[config.mk]
export PLATFORM = sky130hd
export DESIGN_NAME = gpio_port_pin_interrupt
export DESIGN_NICKNAME = d
export VERILOG_FILES = /design/src/inc/gpio_port_pkg.sv /design/src/hw/pin_drive_decode.sv /design/src/hw/pin_edge_detect.sv /design/src/hw/gpio_port_pin_interrupt.sv
export VERILOG_INCLUDE_DIRS = /design/src /design/src/inc
export SDC_FILE = /design/constraint.sdc
export NUM_CORES = 1
export LEC_CHECK = 0
export ABC_AREA = 1
export ABC_CLOCK_PERIOD_IN_PS = 2650
export BUFFER_PORTS_ARGS = -buffer_cell sky130_fd_sc_hd__buf_2
export CORE_AREA = 5 5 141 143
export CTS_CLUSTER_DIAMETER = 40
export DETAILED_ROUTE_END_ITERATION = 7
export DIE_AREA = 0 0 146 148
export GPL_TIMING_DRIVEN = 0
export PLACE_DENSITY = 0.74
export SLEW_MARGIN = 30
export SYNTH_ARGS = -nofsm -noshare
export SYNTH_HDL_FRONTEND = slang
export SYNTH_HIERARCHICAL = 1
export SYNTH_SLANG_ARGS = --single-unit
[constraint.sdc]
create_clock -name CLK -period 2.65 [get_ports CLK]
set_input_delay 0.53 -clock CLK [delete_from_list [all_inputs] [get_ports CLK]]
set_output_delay 0.53 -clock CLK [all_outputs]
set_load 0.01 [all_outputs]
[src/inc/gpio_port_regs.svh]
`ifndef GPIO_PORT_REGS_SVH
`define GPIO_PORT_REGS_SVH

// register byte offsets
`define OFS_DRIVE      8'h00
`define OFS_DATA       8'h04
`define OFS_INPUT      8'h08
`define OFS_INTMODE    8'h0C
`define OFS_INTSTAT    8'h10
`define OFS_INTMASK    8'h14
`define OFS_INBUF      8'h18
`define OFS_SIO        8'h1C

// reset values
`define RST_DRIVE      24'h000000
`define RST_DATA       8'h00
`define RST_INTMODE    16'h0000
`define RST_INTSTAT    8'h00
`define RST_INTMASK    8'hFF
`define RST_BIT        1'h0
`define RST_BYTE       8'h00
`define RST_NIBBLE     4'h0

// field positions
`define INBUF_LVTTL    0
`define INBUF_DIS_LSB  8
`define SIO_REG_LSB    0
`define SIO_HYST_LSB   8
`define SIO_THR_LSB    16
`define SIO_AG_LSB     24

// bus response codes
`define RESP_OKAY      2'h0
`define RESP_SLVERR    2'h2

`endif

[src/inc/gpio_port_pkg.sv]
package gpio_port_pkg;

  // per-pin drive mode codes
  typedef enum logic [2:0] {
    DRV_HIZ_ANALOG  = 3'b000,
    DRV_HIZ_DIGITAL = 3'b001,
    DRV_RES_UP      = 3'b010,
    DRV_RES_DOWN    = 3'b011,
    DRV_OD_LOW      = 3'b100,
    DRV_OD_HIGH     = 3'b101,
    DRV_STRONG      = 3'b110,
    DRV_RES_BOTH    = 3'b111
  } drive_mode_type;

  // per-pin interrupt edge selection
  typedef enum logic [1:0] {
    EDGE_NONE = 2'b00,
    EDGE_RISE = 2'b01,
    EDGE_FALL = 2'b10,
    EDGE_BOTH = 2'b11
  } edge_mode_type;

  // shared pair input threshold selection
  typedef enum logic [1:0] {
    THR_HALF_VDDIO = 2'b00,
    THR_0P4_VDDIO  = 2'b01,
    THR_HALF_VREF  = 2'b10,
    THR_VREF       = 2'b11
  } threshold_type;

endpackage : gpio_port_pkg

[src/hw/pin_drive_decode.sv]
`timescale 1ns/1ps
`default_nettype none

module pin_drive_decode
  import gpio_port_pkg::*;
(
  input  wire logic [2:0] mode,
  input  wire logic       data,
  input  wire logic       regulated,
  input  wire logic       ibuf_off,
  output logic            out,
  output logic            oe_n,
  output logic            pull_up,
  output logic            pull_down,
  output logic            ibuf_en
);

  drive_mode_type pin_drive_select;
  logic           pu_raw;
  logic           pd_raw;

  assign pin_drive_select = drive_mode_type'(mode);

  ////////////////////////////////////////////////////////////////////////////
  // drive decode: strong drive, hi-z or resistor per mode and data
  always_comb
  begin
    out    = data;
    oe_n   = 1'b1;
    pu_raw = 1'b0;
    pd_raw = 1'b0;
    unique case (pin_drive_select)
      DRV_HIZ_ANALOG:  oe_n = 1'b1;
      DRV_HIZ_DIGITAL: oe_n = 1'b1;
      DRV_RES_UP:
      begin
        oe_n   = data;
        pu_raw = data;
      end
      DRV_RES_DOWN:
      begin
        oe_n   = ~data;
        pd_raw = ~data;
      end
      DRV_OD_LOW:      oe_n = data;
      DRV_OD_HIGH:     oe_n = ~data;
      DRV_STRONG:      oe_n = 1'b0;
      DRV_RES_BOTH:
      begin
        pu_raw = data;
        pd_raw = ~data;
      end
    endcase
  end

  // resistors are withheld while the regulated output is selected
  assign pull_up   = pu_raw & ~regulated;
  assign pull_down = pd_raw & ~regulated;

  // digital input off in analog hi-z or when disabled, in any mode
  assign ibuf_en = (pin_drive_select != DRV_HIZ_ANALOG) & ~ibuf_off;

endmodule : pin_drive_decode

`default_nettype wire

[src/hw/pin_edge_detect.sv]
`timescale 1ns/1ps
`default_nettype none

module pin_edge_detect
  import gpio_port_pkg::*;
#(
  parameter int PINS = 8
)
(
  input  wire logic              clk,
  input  wire logic              nrst,
  input  wire logic [PINS-1:0]   pin_in,
  input  wire logic [2*PINS-1:0] edge_mode,
  output logic      [PINS-1:0]   event_hit
);

  logic [PINS-1:0] prev_q;

  ////////////////////////////////////////////////////////////////////////////
  // previous input level, kept on the free-running system clock
  always_ff @(posedge clk or negedge nrst)
  begin
    if (!nrst)
      prev_q <= '0;
    else
      prev_q <= pin_in;
  end

  // edge match per pin against its own mode; edges only, no levels
  for (genvar i = 0; i < PINS; i++)
  begin : g_pin
    edge_mode_type m;
    logic          rise;
    logic          fall;
    assign m    = edge_mode_type'(edge_mode[2*i+1:2*i]);
    assign rise = pin_in[i] & ~prev_q[i];
    assign fall = ~pin_in[i] & prev_q[i];
    assign event_hit[i] = ((m == EDGE_RISE) & rise) |
                          ((m == EDGE_FALL) & fall) |
                          ((m == EDGE_BOTH) & (rise | fall));
  end

endmodule : pin_edge_detect

`default_nettype wire

[src/hw/gpio_port_pin_interrupt.sv]
// Contract
// - the eight pins of the port share one interrupt unit with its own request and a per-pin status register.
// - each pin picks rising, falling, both or no edge as its interrupt event.
// - a matching edge sets that pin's status bit to one and raises the port request.
// - edge detection keeps running in every sleep and low-power mode so a pin edge can wake the chip.
// - only edges are detected; level interrupts are left to programmable logic elsewhere.
// - input thresholds are chosen per port, CMOS by default and low-voltage TTL as option.
// - the digital input buffer of any pin can be turned off whatever its drive mode.
// - each special pin chooses between supply-level high drive and a regulated high level.
// - a special pin on regulated output gets no resistive pull-up or pull-down.
// - special pins come in pairs sharing a reference with half or 0.4 supply, half reference or reference as threshold.
// - the pair reference can take the analog global signal as threshold to act as a comparator.
// - hysteresis can be enabled on the special pin input buffer.
// - at reset every pin is analog hi-z with driver and input buffer both off.
// - in low power each pin holds its configuration and output until software changes it or reset.
// - each pin has a three-bit drive field whose code 000 is the analog hi-z reset state.
//
// Register access over AXI4-Lite and the register addresses were decided locally.

`timescale 1ns/1ps
`default_nettype none
`include "gpio_port_regs.svh"

module gpio_port_pin_interrupt
  import gpio_port_pkg::*;
#(
  parameter int PINS = 8
)
(
  input  wire logic              CLK,
  input  wire logic              NRST,
  // axi4-lite slave
  input  wire logic [7:0]        S_AXI_AWADDR,
  input  wire logic              S_AXI_AWVALID,
  output logic                   S_AXI_AWREADY,
  input  wire logic [31:0]       S_AXI_WDATA,
  input  wire logic [3:0]        S_AXI_WSTRB,
  input  wire logic              S_AXI_WVALID,
  output logic                   S_AXI_WREADY,
  output logic [1:0]             S_AXI_BRESP,
  output logic                   S_AXI_BVALID,
  input  wire logic              S_AXI_BREADY,
  input  wire logic [7:0]        S_AXI_ARADDR,
  input  wire logic              S_AXI_ARVALID,
  output logic                   S_AXI_ARREADY,
  output logic [31:0]            S_AXI_RDATA,
  output logic [1:0]             S_AXI_RRESP,
  output logic                   S_AXI_RVALID,
  input  wire logic              S_AXI_RREADY,
  // pins
  input  wire logic [PINS-1:0]   PIN_I,
  output logic      [PINS-1:0]   PIN_O,
  output logic      [PINS-1:0]   PIN_OE_N,
  output logic      [PINS-1:0]   PIN_PULL_UP,
  output logic      [PINS-1:0]   PIN_PULL_DOWN,
  output logic      [PINS-1:0]   PIN_IBUF_EN,
  output logic                   PORT_LVTTL,
  // special pin analog controls
  output logic      [PINS-1:0]   SIO_REG_EN,
  output logic      [PINS-1:0]   SIO_HYST_EN,
  output logic      [PINS-1:0]   SIO_THRESH_SEL,
  output logic      [PINS/2-1:0] SIO_AG_SEL,
  // port interrupt request
  output logic                   IRQ
);

  localparam int PAIRS = PINS / 2;

  ////////////////////////////////////////////////////////////////////////////
  // register state

  logic [3*PINS-1:0] port_drive_select_reg_q;
  logic [PINS-1:0]   data_q;
  logic [2*PINS-1:0] intmode_q;
  logic [PINS-1:0]   stat_q;
  logic [PINS-1:0]   stat_d;
  logic [PINS-1:0]   mask_q;
  logic              lvttl_q;
  logic [PINS-1:0]   ibuf_dis_q;
  logic [PINS-1:0]   reg_en_q;
  logic [PINS-1:0]   hyst_q;
  logic [PINS-1:0]   thr_q;
  logic [PAIRS-1:0]  ag_q;

  // bus handshake state
  logic              aw_held_q;
  logic              w_held_q;
  logic [7:0]        awaddr_q;
  logic [31:0]       wdata_q;
  logic [3:0]        wstrb_q;
  logic              bvalid_q;
  logic [1:0]        bresp_q;
  logic              rvalid_q;
  logic [31:0]       rdata_q;
  logic [1:0]        rresp_q;

  ////////////////////////////////////////////////////////////////////////////
  // bus decode

  logic        aw_hs;
  logic        w_hs;
  logic        ar_hs;
  logic        do_write;
  logic [31:0] wmask;
  logic [31:0] wval;
  logic        wr_drive;
  logic        wr_data;
  logic        wr_intmode;
  logic        wr_intstat;
  logic        wr_intmask;
  logic        wr_inbuf;
  logic        wr_sio;
  logic        wr_hit;
  logic        rd_stat;
  logic        rd_hit;
  logic [31:0] rd_word;
  logic [PINS-1:0] in_gated;
  logic [PINS-1:0] evt;

  // handshake ready terms
  assign S_AXI_AWREADY = ~aw_held_q & ~bvalid_q;
  assign S_AXI_WREADY  = ~w_held_q & ~bvalid_q;
  assign S_AXI_ARREADY = ~rvalid_q;
  assign aw_hs    = S_AXI_AWVALID & S_AXI_AWREADY;
  assign w_hs     = S_AXI_WVALID & S_AXI_WREADY;
  assign ar_hs    = S_AXI_ARVALID & S_AXI_ARREADY;
  assign do_write = aw_held_q & w_held_q & ~bvalid_q;

  // byte-lane mask and merged write value helpers
  assign wmask = {{8{wstrb_q[3]}}, {8{wstrb_q[2]}}, {8{wstrb_q[1]}}, {8{wstrb_q[0]}}};
  assign wval  = wdata_q & wmask;

  // write target decode
  assign wr_drive   = do_write & (awaddr_q == `OFS_DRIVE);
  assign wr_data    = do_write & (awaddr_q == `OFS_DATA);
  assign wr_intmode = do_write & (awaddr_q == `OFS_INTMODE);
  assign wr_intstat = do_write & (awaddr_q == `OFS_INTSTAT);
  assign wr_intmask = do_write & (awaddr_q == `OFS_INTMASK);
  assign wr_inbuf   = do_write & (awaddr_q == `OFS_INBUF);
  assign wr_sio     = do_write & (awaddr_q == `OFS_SIO);
  assign wr_hit     = wr_drive | wr_data | wr_intmode | wr_intstat |
                      wr_intmask | wr_inbuf | wr_sio | (awaddr_q == `OFS_INPUT);

  // read selection; status read is one clearing event, a status write of ones the other
  assign rd_stat = ar_hs & (S_AXI_ARADDR == `OFS_INTSTAT);
  assign rd_hit  = (S_AXI_ARADDR == `OFS_DRIVE)   | (S_AXI_ARADDR == `OFS_DATA)    |
                   (S_AXI_ARADDR == `OFS_INPUT)   | (S_AXI_ARADDR == `OFS_INTMODE) |
                   (S_AXI_ARADDR == `OFS_INTSTAT) | (S_AXI_ARADDR == `OFS_INTMASK) |
                   (S_AXI_ARADDR == `OFS_INBUF)   | (S_AXI_ARADDR == `OFS_SIO);
  assign rd_word =
    ({32{S_AXI_ARADDR == `OFS_DRIVE}}   & 32'(port_drive_select_reg_q)) |
    ({32{S_AXI_ARADDR == `OFS_DATA}}    & 32'(data_q))                  |
    ({32{S_AXI_ARADDR == `OFS_INPUT}}   & 32'(in_gated))                |
    ({32{S_AXI_ARADDR == `OFS_INTMODE}} & 32'(intmode_q))               |
    ({32{S_AXI_ARADDR == `OFS_INTSTAT}} & 32'(stat_q))                  |
    ({32{S_AXI_ARADDR == `OFS_INTMASK}} & 32'(mask_q))                  |
    ({32{S_AXI_ARADDR == `OFS_INBUF}}   & (32'(lvttl_q) |
                                           (32'(ibuf_dis_q) << `INBUF_DIS_LSB))) |
    ({32{S_AXI_ARADDR == `OFS_SIO}}     & (32'(reg_en_q) |
                                           (32'(hyst_q) << `SIO_HYST_LSB) |
                                           (32'(thr_q) << `SIO_THR_LSB) |
                                           (32'(ag_q) << `SIO_AG_LSB)));

  ////////////////////////////////////////////////////////////////////////////
  // write channel: address and data taken in either order
  always_ff @(posedge CLK or negedge NRST)
  begin
    if (!NRST)
    begin
      aw_held_q <= 1'b0;
      w_held_q  <= 1'b0;
      awaddr_q  <= 8'h00;
      wdata_q   <= 32'h00000000;
      wstrb_q   <= 4'h0;
      bvalid_q  <= 1'b0;
      bresp_q   <= `RESP_OKAY;
    end
    else
    begin
      if (aw_hs)
      begin
        aw_held_q <= 1'b1;
        awaddr_q  <= S_AXI_AWADDR;
      end
      if (w_hs)
      begin
        w_held_q <= 1'b1;
        wdata_q  <= S_AXI_WDATA;
        wstrb_q  <= S_AXI_WSTRB;
      end
      if (do_write)
      begin
        aw_held_q <= 1'b0;
        w_held_q  <= 1'b0;
        bvalid_q  <= 1'b1;
        bresp_q   <= wr_hit ? `RESP_OKAY : `RESP_SLVERR;
      end
      else if (bvalid_q & S_AXI_BREADY)
        bvalid_q <= 1'b0;
    end
  end

  // read channel: one-cycle answer, held until rready
  always_ff @(posedge CLK or negedge NRST)
  begin
    if (!NRST)
    begin
      rvalid_q <= 1'b0;
      rdata_q  <= 32'h00000000;
      rresp_q  <= `RESP_OKAY;
    end
    else if (ar_hs)
    begin
      rvalid_q <= 1'b1;
      rdata_q  <= rd_word;
      rresp_q  <= rd_hit ? `RESP_OKAY : `RESP_SLVERR;
    end
    else if (rvalid_q & S_AXI_RREADY)
      rvalid_q <= 1'b0;
  end

  ////////////////////////////////////////////////////////////////////////////
  // configuration registers; reset gives analog hi-z everywhere
  always_ff @(posedge CLK or negedge NRST)
  begin
    if (!NRST)
    begin
      port_drive_select_reg_q <= `RST_DRIVE;
      data_q     <= `RST_DATA;
      intmode_q  <= `RST_INTMODE;
      mask_q     <= `RST_INTMASK;
      lvttl_q    <= `RST_BIT;
      ibuf_dis_q <= `RST_BYTE;
      reg_en_q   <= `RST_BYTE;
      hyst_q     <= `RST_BYTE;
      thr_q      <= `RST_BYTE;
      ag_q       <= `RST_NIBBLE;
    end
    else
    begin
      // values change only on a software write, so they hold in low power
      if (wr_drive)
        port_drive_select_reg_q <= (port_drive_select_reg_q & ~wmask[3*PINS-1:0]) |
                                   wval[3*PINS-1:0];
      if (wr_data)
        data_q <= (data_q & ~wmask[PINS-1:0]) | wval[PINS-1:0];
      if (wr_intmode)
        intmode_q <= (intmode_q & ~wmask[2*PINS-1:0]) | wval[2*PINS-1:0];
      if (wr_intmask & wstrb_q[0])
        mask_q <= wdata_q[PINS-1:0];
      if (wr_inbuf & wstrb_q[0])
        lvttl_q <= wdata_q[`INBUF_LVTTL];
      if (wr_inbuf & wstrb_q[1])
        ibuf_dis_q <= wdata_q[`INBUF_DIS_LSB +: PINS];
      if (wr_sio & wstrb_q[0])
        reg_en_q <= wdata_q[`SIO_REG_LSB +: PINS];
      if (wr_sio & wstrb_q[1])
        hyst_q <= wdata_q[`SIO_HYST_LSB +: PINS];
      if (wr_sio & wstrb_q[2])
        thr_q <= wdata_q[`SIO_THR_LSB +: PINS];
      if (wr_sio & wstrb_q[3])
        ag_q <= wdata_q[`SIO_AG_LSB +: PAIRS];
    end
  end

  ////////////////////////////////////////////////////////////////////////////
  // pin drive decode, one instance per pin
  for (genvar i = 0; i < PINS; i++)
  begin : g_drv
    pin_drive_decode u_drv (
      .mode      (port_drive_select_reg_q[3*i+2:3*i]),
      .data      (data_q[i]),
      .regulated (reg_en_q[i]),
      .ibuf_off  (ibuf_dis_q[i]),
      .out       (PIN_O[i]),
      .oe_n      (PIN_OE_N[i]),
      .pull_up   (PIN_PULL_UP[i]),
      .pull_down (PIN_PULL_DOWN[i]),
      .ibuf_en   (PIN_IBUF_EN[i])
    );
  end

  // disabled buffers read as low; switching one off on a high pin gives a falling edge
  assign in_gated = PIN_I & PIN_IBUF_EN;

  ////////////////////////////////////////////////////////////////////////////
  // port interrupt unit: edge detect on all pins
  pin_edge_detect #(
    .PINS (PINS)
  ) u_edge (
    .clk       (CLK),
    .nrst      (NRST),
    .pin_in    (in_gated),
    .edge_mode (intmode_q),
    .event_hit (evt)
  );

  // sticky status: an event in the clearing cycle wins
  assign stat_d = (stat_q & ~({PINS{rd_stat}} |
                  (wval[PINS-1:0] & {PINS{wr_intstat}}))) | evt;

  always_ff @(posedge CLK or negedge NRST)
  begin
    if (!NRST)
      stat_q <= `RST_INTSTAT;
    else
      stat_q <= stat_d;
  end

  ////////////////////////////////////////////////////////////////////////////
  // outputs
  assign IRQ            = |(stat_q & mask_q);
  assign PORT_LVTTL     = lvttl_q;
  assign SIO_REG_EN     = reg_en_q;
  assign SIO_HYST_EN    = hyst_q;
  assign SIO_THRESH_SEL = thr_q;
  assign SIO_AG_SEL     = ag_q;
  assign S_AXI_BVALID   = bvalid_q;
  assign S_AXI_BRESP    = bresp_q;
  assign S_AXI_RVALID   = rvalid_q;
  assign S_AXI_RDATA    = rdata_q;
  assign S_AXI_RRESP    = rresp_q;

endmodule : gpio_port_pin_interrupt

`default_nettype wire

==> impl_metrics.yaml <==
global_route:
  antenna_found_initial: 2
  grt_max_degree: 87
  overflow: 0
  grt_pass1_wl_um: 43310
  track_usage: 0.2524
  grt_pass1_vias: 8231
timing:
  worst_pin_slew_ns: 0.6801
  hold_viol_final: 0
  setup_viol: 0
  finalWorstPathRequiredPeriod_ns: 2.051
  final.period_utilization: 0.7741
  slew_headroom: 0.5466
  max_freq_mhz: 487.5
  grt_setup_unrepaired: "no"
  drv_slew: 0
  clock_skew_ns: 0.009523
logic_synthesis:
  ys_async_sr_fraction: 1.000
  syn_avg_cell_area_um2: 8.009
  synth_ff_type: "dfrtp_1"
  synthesis.area_um2: 9034
  synth_seq_area_share: 0.5080
  ys_types: 34
  netlist_instances: 1128
  synth_edf_count: 0
  yosys_warnings: 6
  ys_ff_latch: 183
detailed_routing:
  vias: 8519
  antenna_left: 0
  drt_iter0_drc: 840
  drcViolationCount: 0
  drt_wl_total_um: 27110
  first_pass_iters: 7
  avgViaCountPerCell: 5.430
  wl_per_cell_um: 17.28
critical_path:
  critical_path_peak_fanout: 5
  required_ns: 2.12
  r2r-start: "S_AXI_RVALID"
  worst_r2r_path_depth: 6
  reg2reg_slack_ns: 0.65
  cpMaxStageDelayCell: "dfrtp_1"
  worst_ep_arrival_time_ns: 1.52
  r2r_end: "S_AXI_RDATA[25]"
  path_cells: "inv_1 -> a31oi_1 -> buf_2"
  critPathKind: "register to primary output"
  slowest_delay_ns: 0.42
  critPathLaunchType: "register"
  end_kind: "primary output"
floorplan:
  dieArea_um2: 21610
  row_count: 50
  initial_core_util: 0.4895
  die_w_um: 146
  coreArea_um2: 18460
  ioPinCount: 178
  die-height_um: 148
cts:
  cts.clk_slew.worst_paths_ns: 0.07
  cts_buffers: 17
  postCtsSetupBuffers: 0
  cts_root_buf: "clkbuf_16"
  clk_path_buf_depth: 2
  insertion_delay_ns: 0.44
  cts_tree: "built"
  cts.sink_count: 183
  ctsHtreeMaxLevel: 4
  cts_resized: 0
final_layout:
  seqCellArea_um2: 4589
  drive_gt1_frac: 0.2082
  nFillCells: 1667
  multi_input_area_um2: 3711
  design_area_um2: 10840
  area_delta_synth_final_pct: 19.94
  diodes: 0
  fin_nets: 1405
min_path:
  hold_depth: 2
  min_to: "S_AXI_RVALID"
  min_from: "S_AXI_RREADY"
  hp-class: "primary input to register"
placement:
  dp_hpwl_um: 20080
  port_buffers: 167
  place.gp.congestion: 0.9294
  post_dp_cell_area_um2: 10250
power:
  max-vdd-ir-drop_uv: 493.9
  leakagePower_nw: 5.630
  power.density_nw_per_um2: 706.4
  finalPower_w: 0.007654
job:
  maxCapViolCount: 0
outcome:
  status: "completed"
repair_timing:
action / in CTS / in global routing
endpoints found under the setup margin: 0 / 0
hold endpoints to repair: 19 / 0
hold buffers: 1 / 0
worst max-delay path: cells and delay by family (launching register included):
family,cells,cell delay (ns)
compound gates,1,0.35
flops,1,0.42
buf+inv,2,0.31
layer usage:
metal / part of all wire / up-vias / global-route usage / routed length [um]
met5: 0.00077 / - / 0 / 21
met4: 0.037 / 4 / 0.1101 / 1001
li1: - / 4023 / - / -
met1: 0.41 / 4007 / 0.3375 / 11140
met2: 0.46 / 412 / 0.3989 / 12550
met3: 0.089 / 73 / 0.05518 / 2405
worst max path at each step:
stage	cells after the start	slack (ns)	to	from
after CTS	5	0.61	IRQ	stat_q[7]
after global routing	5	0.52	IRQ	stat_q[7]
after global placement	1	-1.85	wdata_q[27]	NRST
after floorplan	10	1.01	stat_q[0]	register
after detailed placement	11	0.31	S_AXI_RDATA[15]	S_AXI_ARADDR[0]
final	3	0.60	PIN_IBUF_EN[6]	register
power breakdown:
part | internal (W) | leakage (nW) | total [W] | switching (W)
Sequential | 0.00325 | 2.37 | 0.00356 | 0.000319
Clock | 0.00140 | 0.272 | 0.00248 | 0.00108
Combinational | 0.000519 | 2.99 | 0.00161 | 0.00109
kinds of logic after synthesis:
| logic type | count (synthesis) | synth area share |
|---|---|---|
| fa+ha+maj | 16 | 0.02216 |
| flops | 183 | 0.5080 |
| simple gates | 571 | 0.2741 |
| mux | 10 | 0.01247 |
| other cells | 1 | 0.0004151 |
| compound gates | 171 | 0.09959 |
| buf+inv | 176 | 0.08324 |
metrics by stage:
step	setup slack, ns	cells	hold slack (ns)	setup TNS, ns	utilization
final	0.5986	1569	0.2817	0	0.5871
after global routing	0.5175	1569	0.2825	0	0.5871
after CTS	0.6061	1569	0.2733	0	0.5871
after detailed placement	0.3063	1536	0.3706	0	0.5552
after global placement	-1.855	1534	0.4594	-328.28	0.5517
after floorplan	1.006	1133	0.2344	0	-
cell usage after synthesis (3+ instances only):
cell type  instances  area [um^2]
clkbuf_1          19        71.32
buf_4             15        112.6
o21ai_0           72        360.4
dfstp_2            8        210.2
nor3_1            19        95.09
o21ai_1           25        125.1
nor2_1            92        345.3
nor3_2             8        80.08
buf_6              3        33.78
nor2_2             3        18.77
nand3_1          116        580.6
nand2_1          309         1160
buf_2             10        50.05
nand2_2            4        25.02
inv_1            112        420.4
nand4_1           12        75.07
o21bai_1           8        60.06
a21oi_1           54        270.3
dfrtp_1          175         4379
a31oi_1            8        50.05
inv_2             11        41.29
nand2_4            3        33.78
mux2_2            10        112.6
buf_1              4        15.01
ha_1              16        200.2
placed cells by master, fill, tap and decap left out, types with 2 or more instances in the layout:
cell and count:
a21oi_1 54, a221oi_1 2, a31oi_1 8, buf_1 4, buf_16 2, buf_2 176
buf_4 15, buf_6 3, clkbuf_1 21, clkbuf_16 17, clkbuf_8 4, clkinv_1 2
clkinv_4 2, clkinvlp_4 4, conb_1 6, dfrtp_1 175, dfstp_2 8, ha_1 16
inv_1 112, inv_2 11, mux2_2 10, nand2_1 309, nand2_2 4, nand2_4 3
nand3_1 116, nand4_1 12, nor2_1 92, nor2_2 3, nor2_4 2, nor3_1 19
nor3_2 8, o21ai_0 72, o21ai_1 25, o21bai_1 8
cell type report:
type | instances | area share
clock inverters | 9 | 0.008430
plain buffers | 51 | 0.02610
multi-input cells | 774 | 0.3425
inverters | 125 | 0.04330
flip-flops and latches | 183 | 0.4236
clock buffers | 23 | 0.04503
repair buffers | 170 | 0.08406
well taps | 234 | 0.02702
No activity file was read; power rests on OpenSTA's default activity.
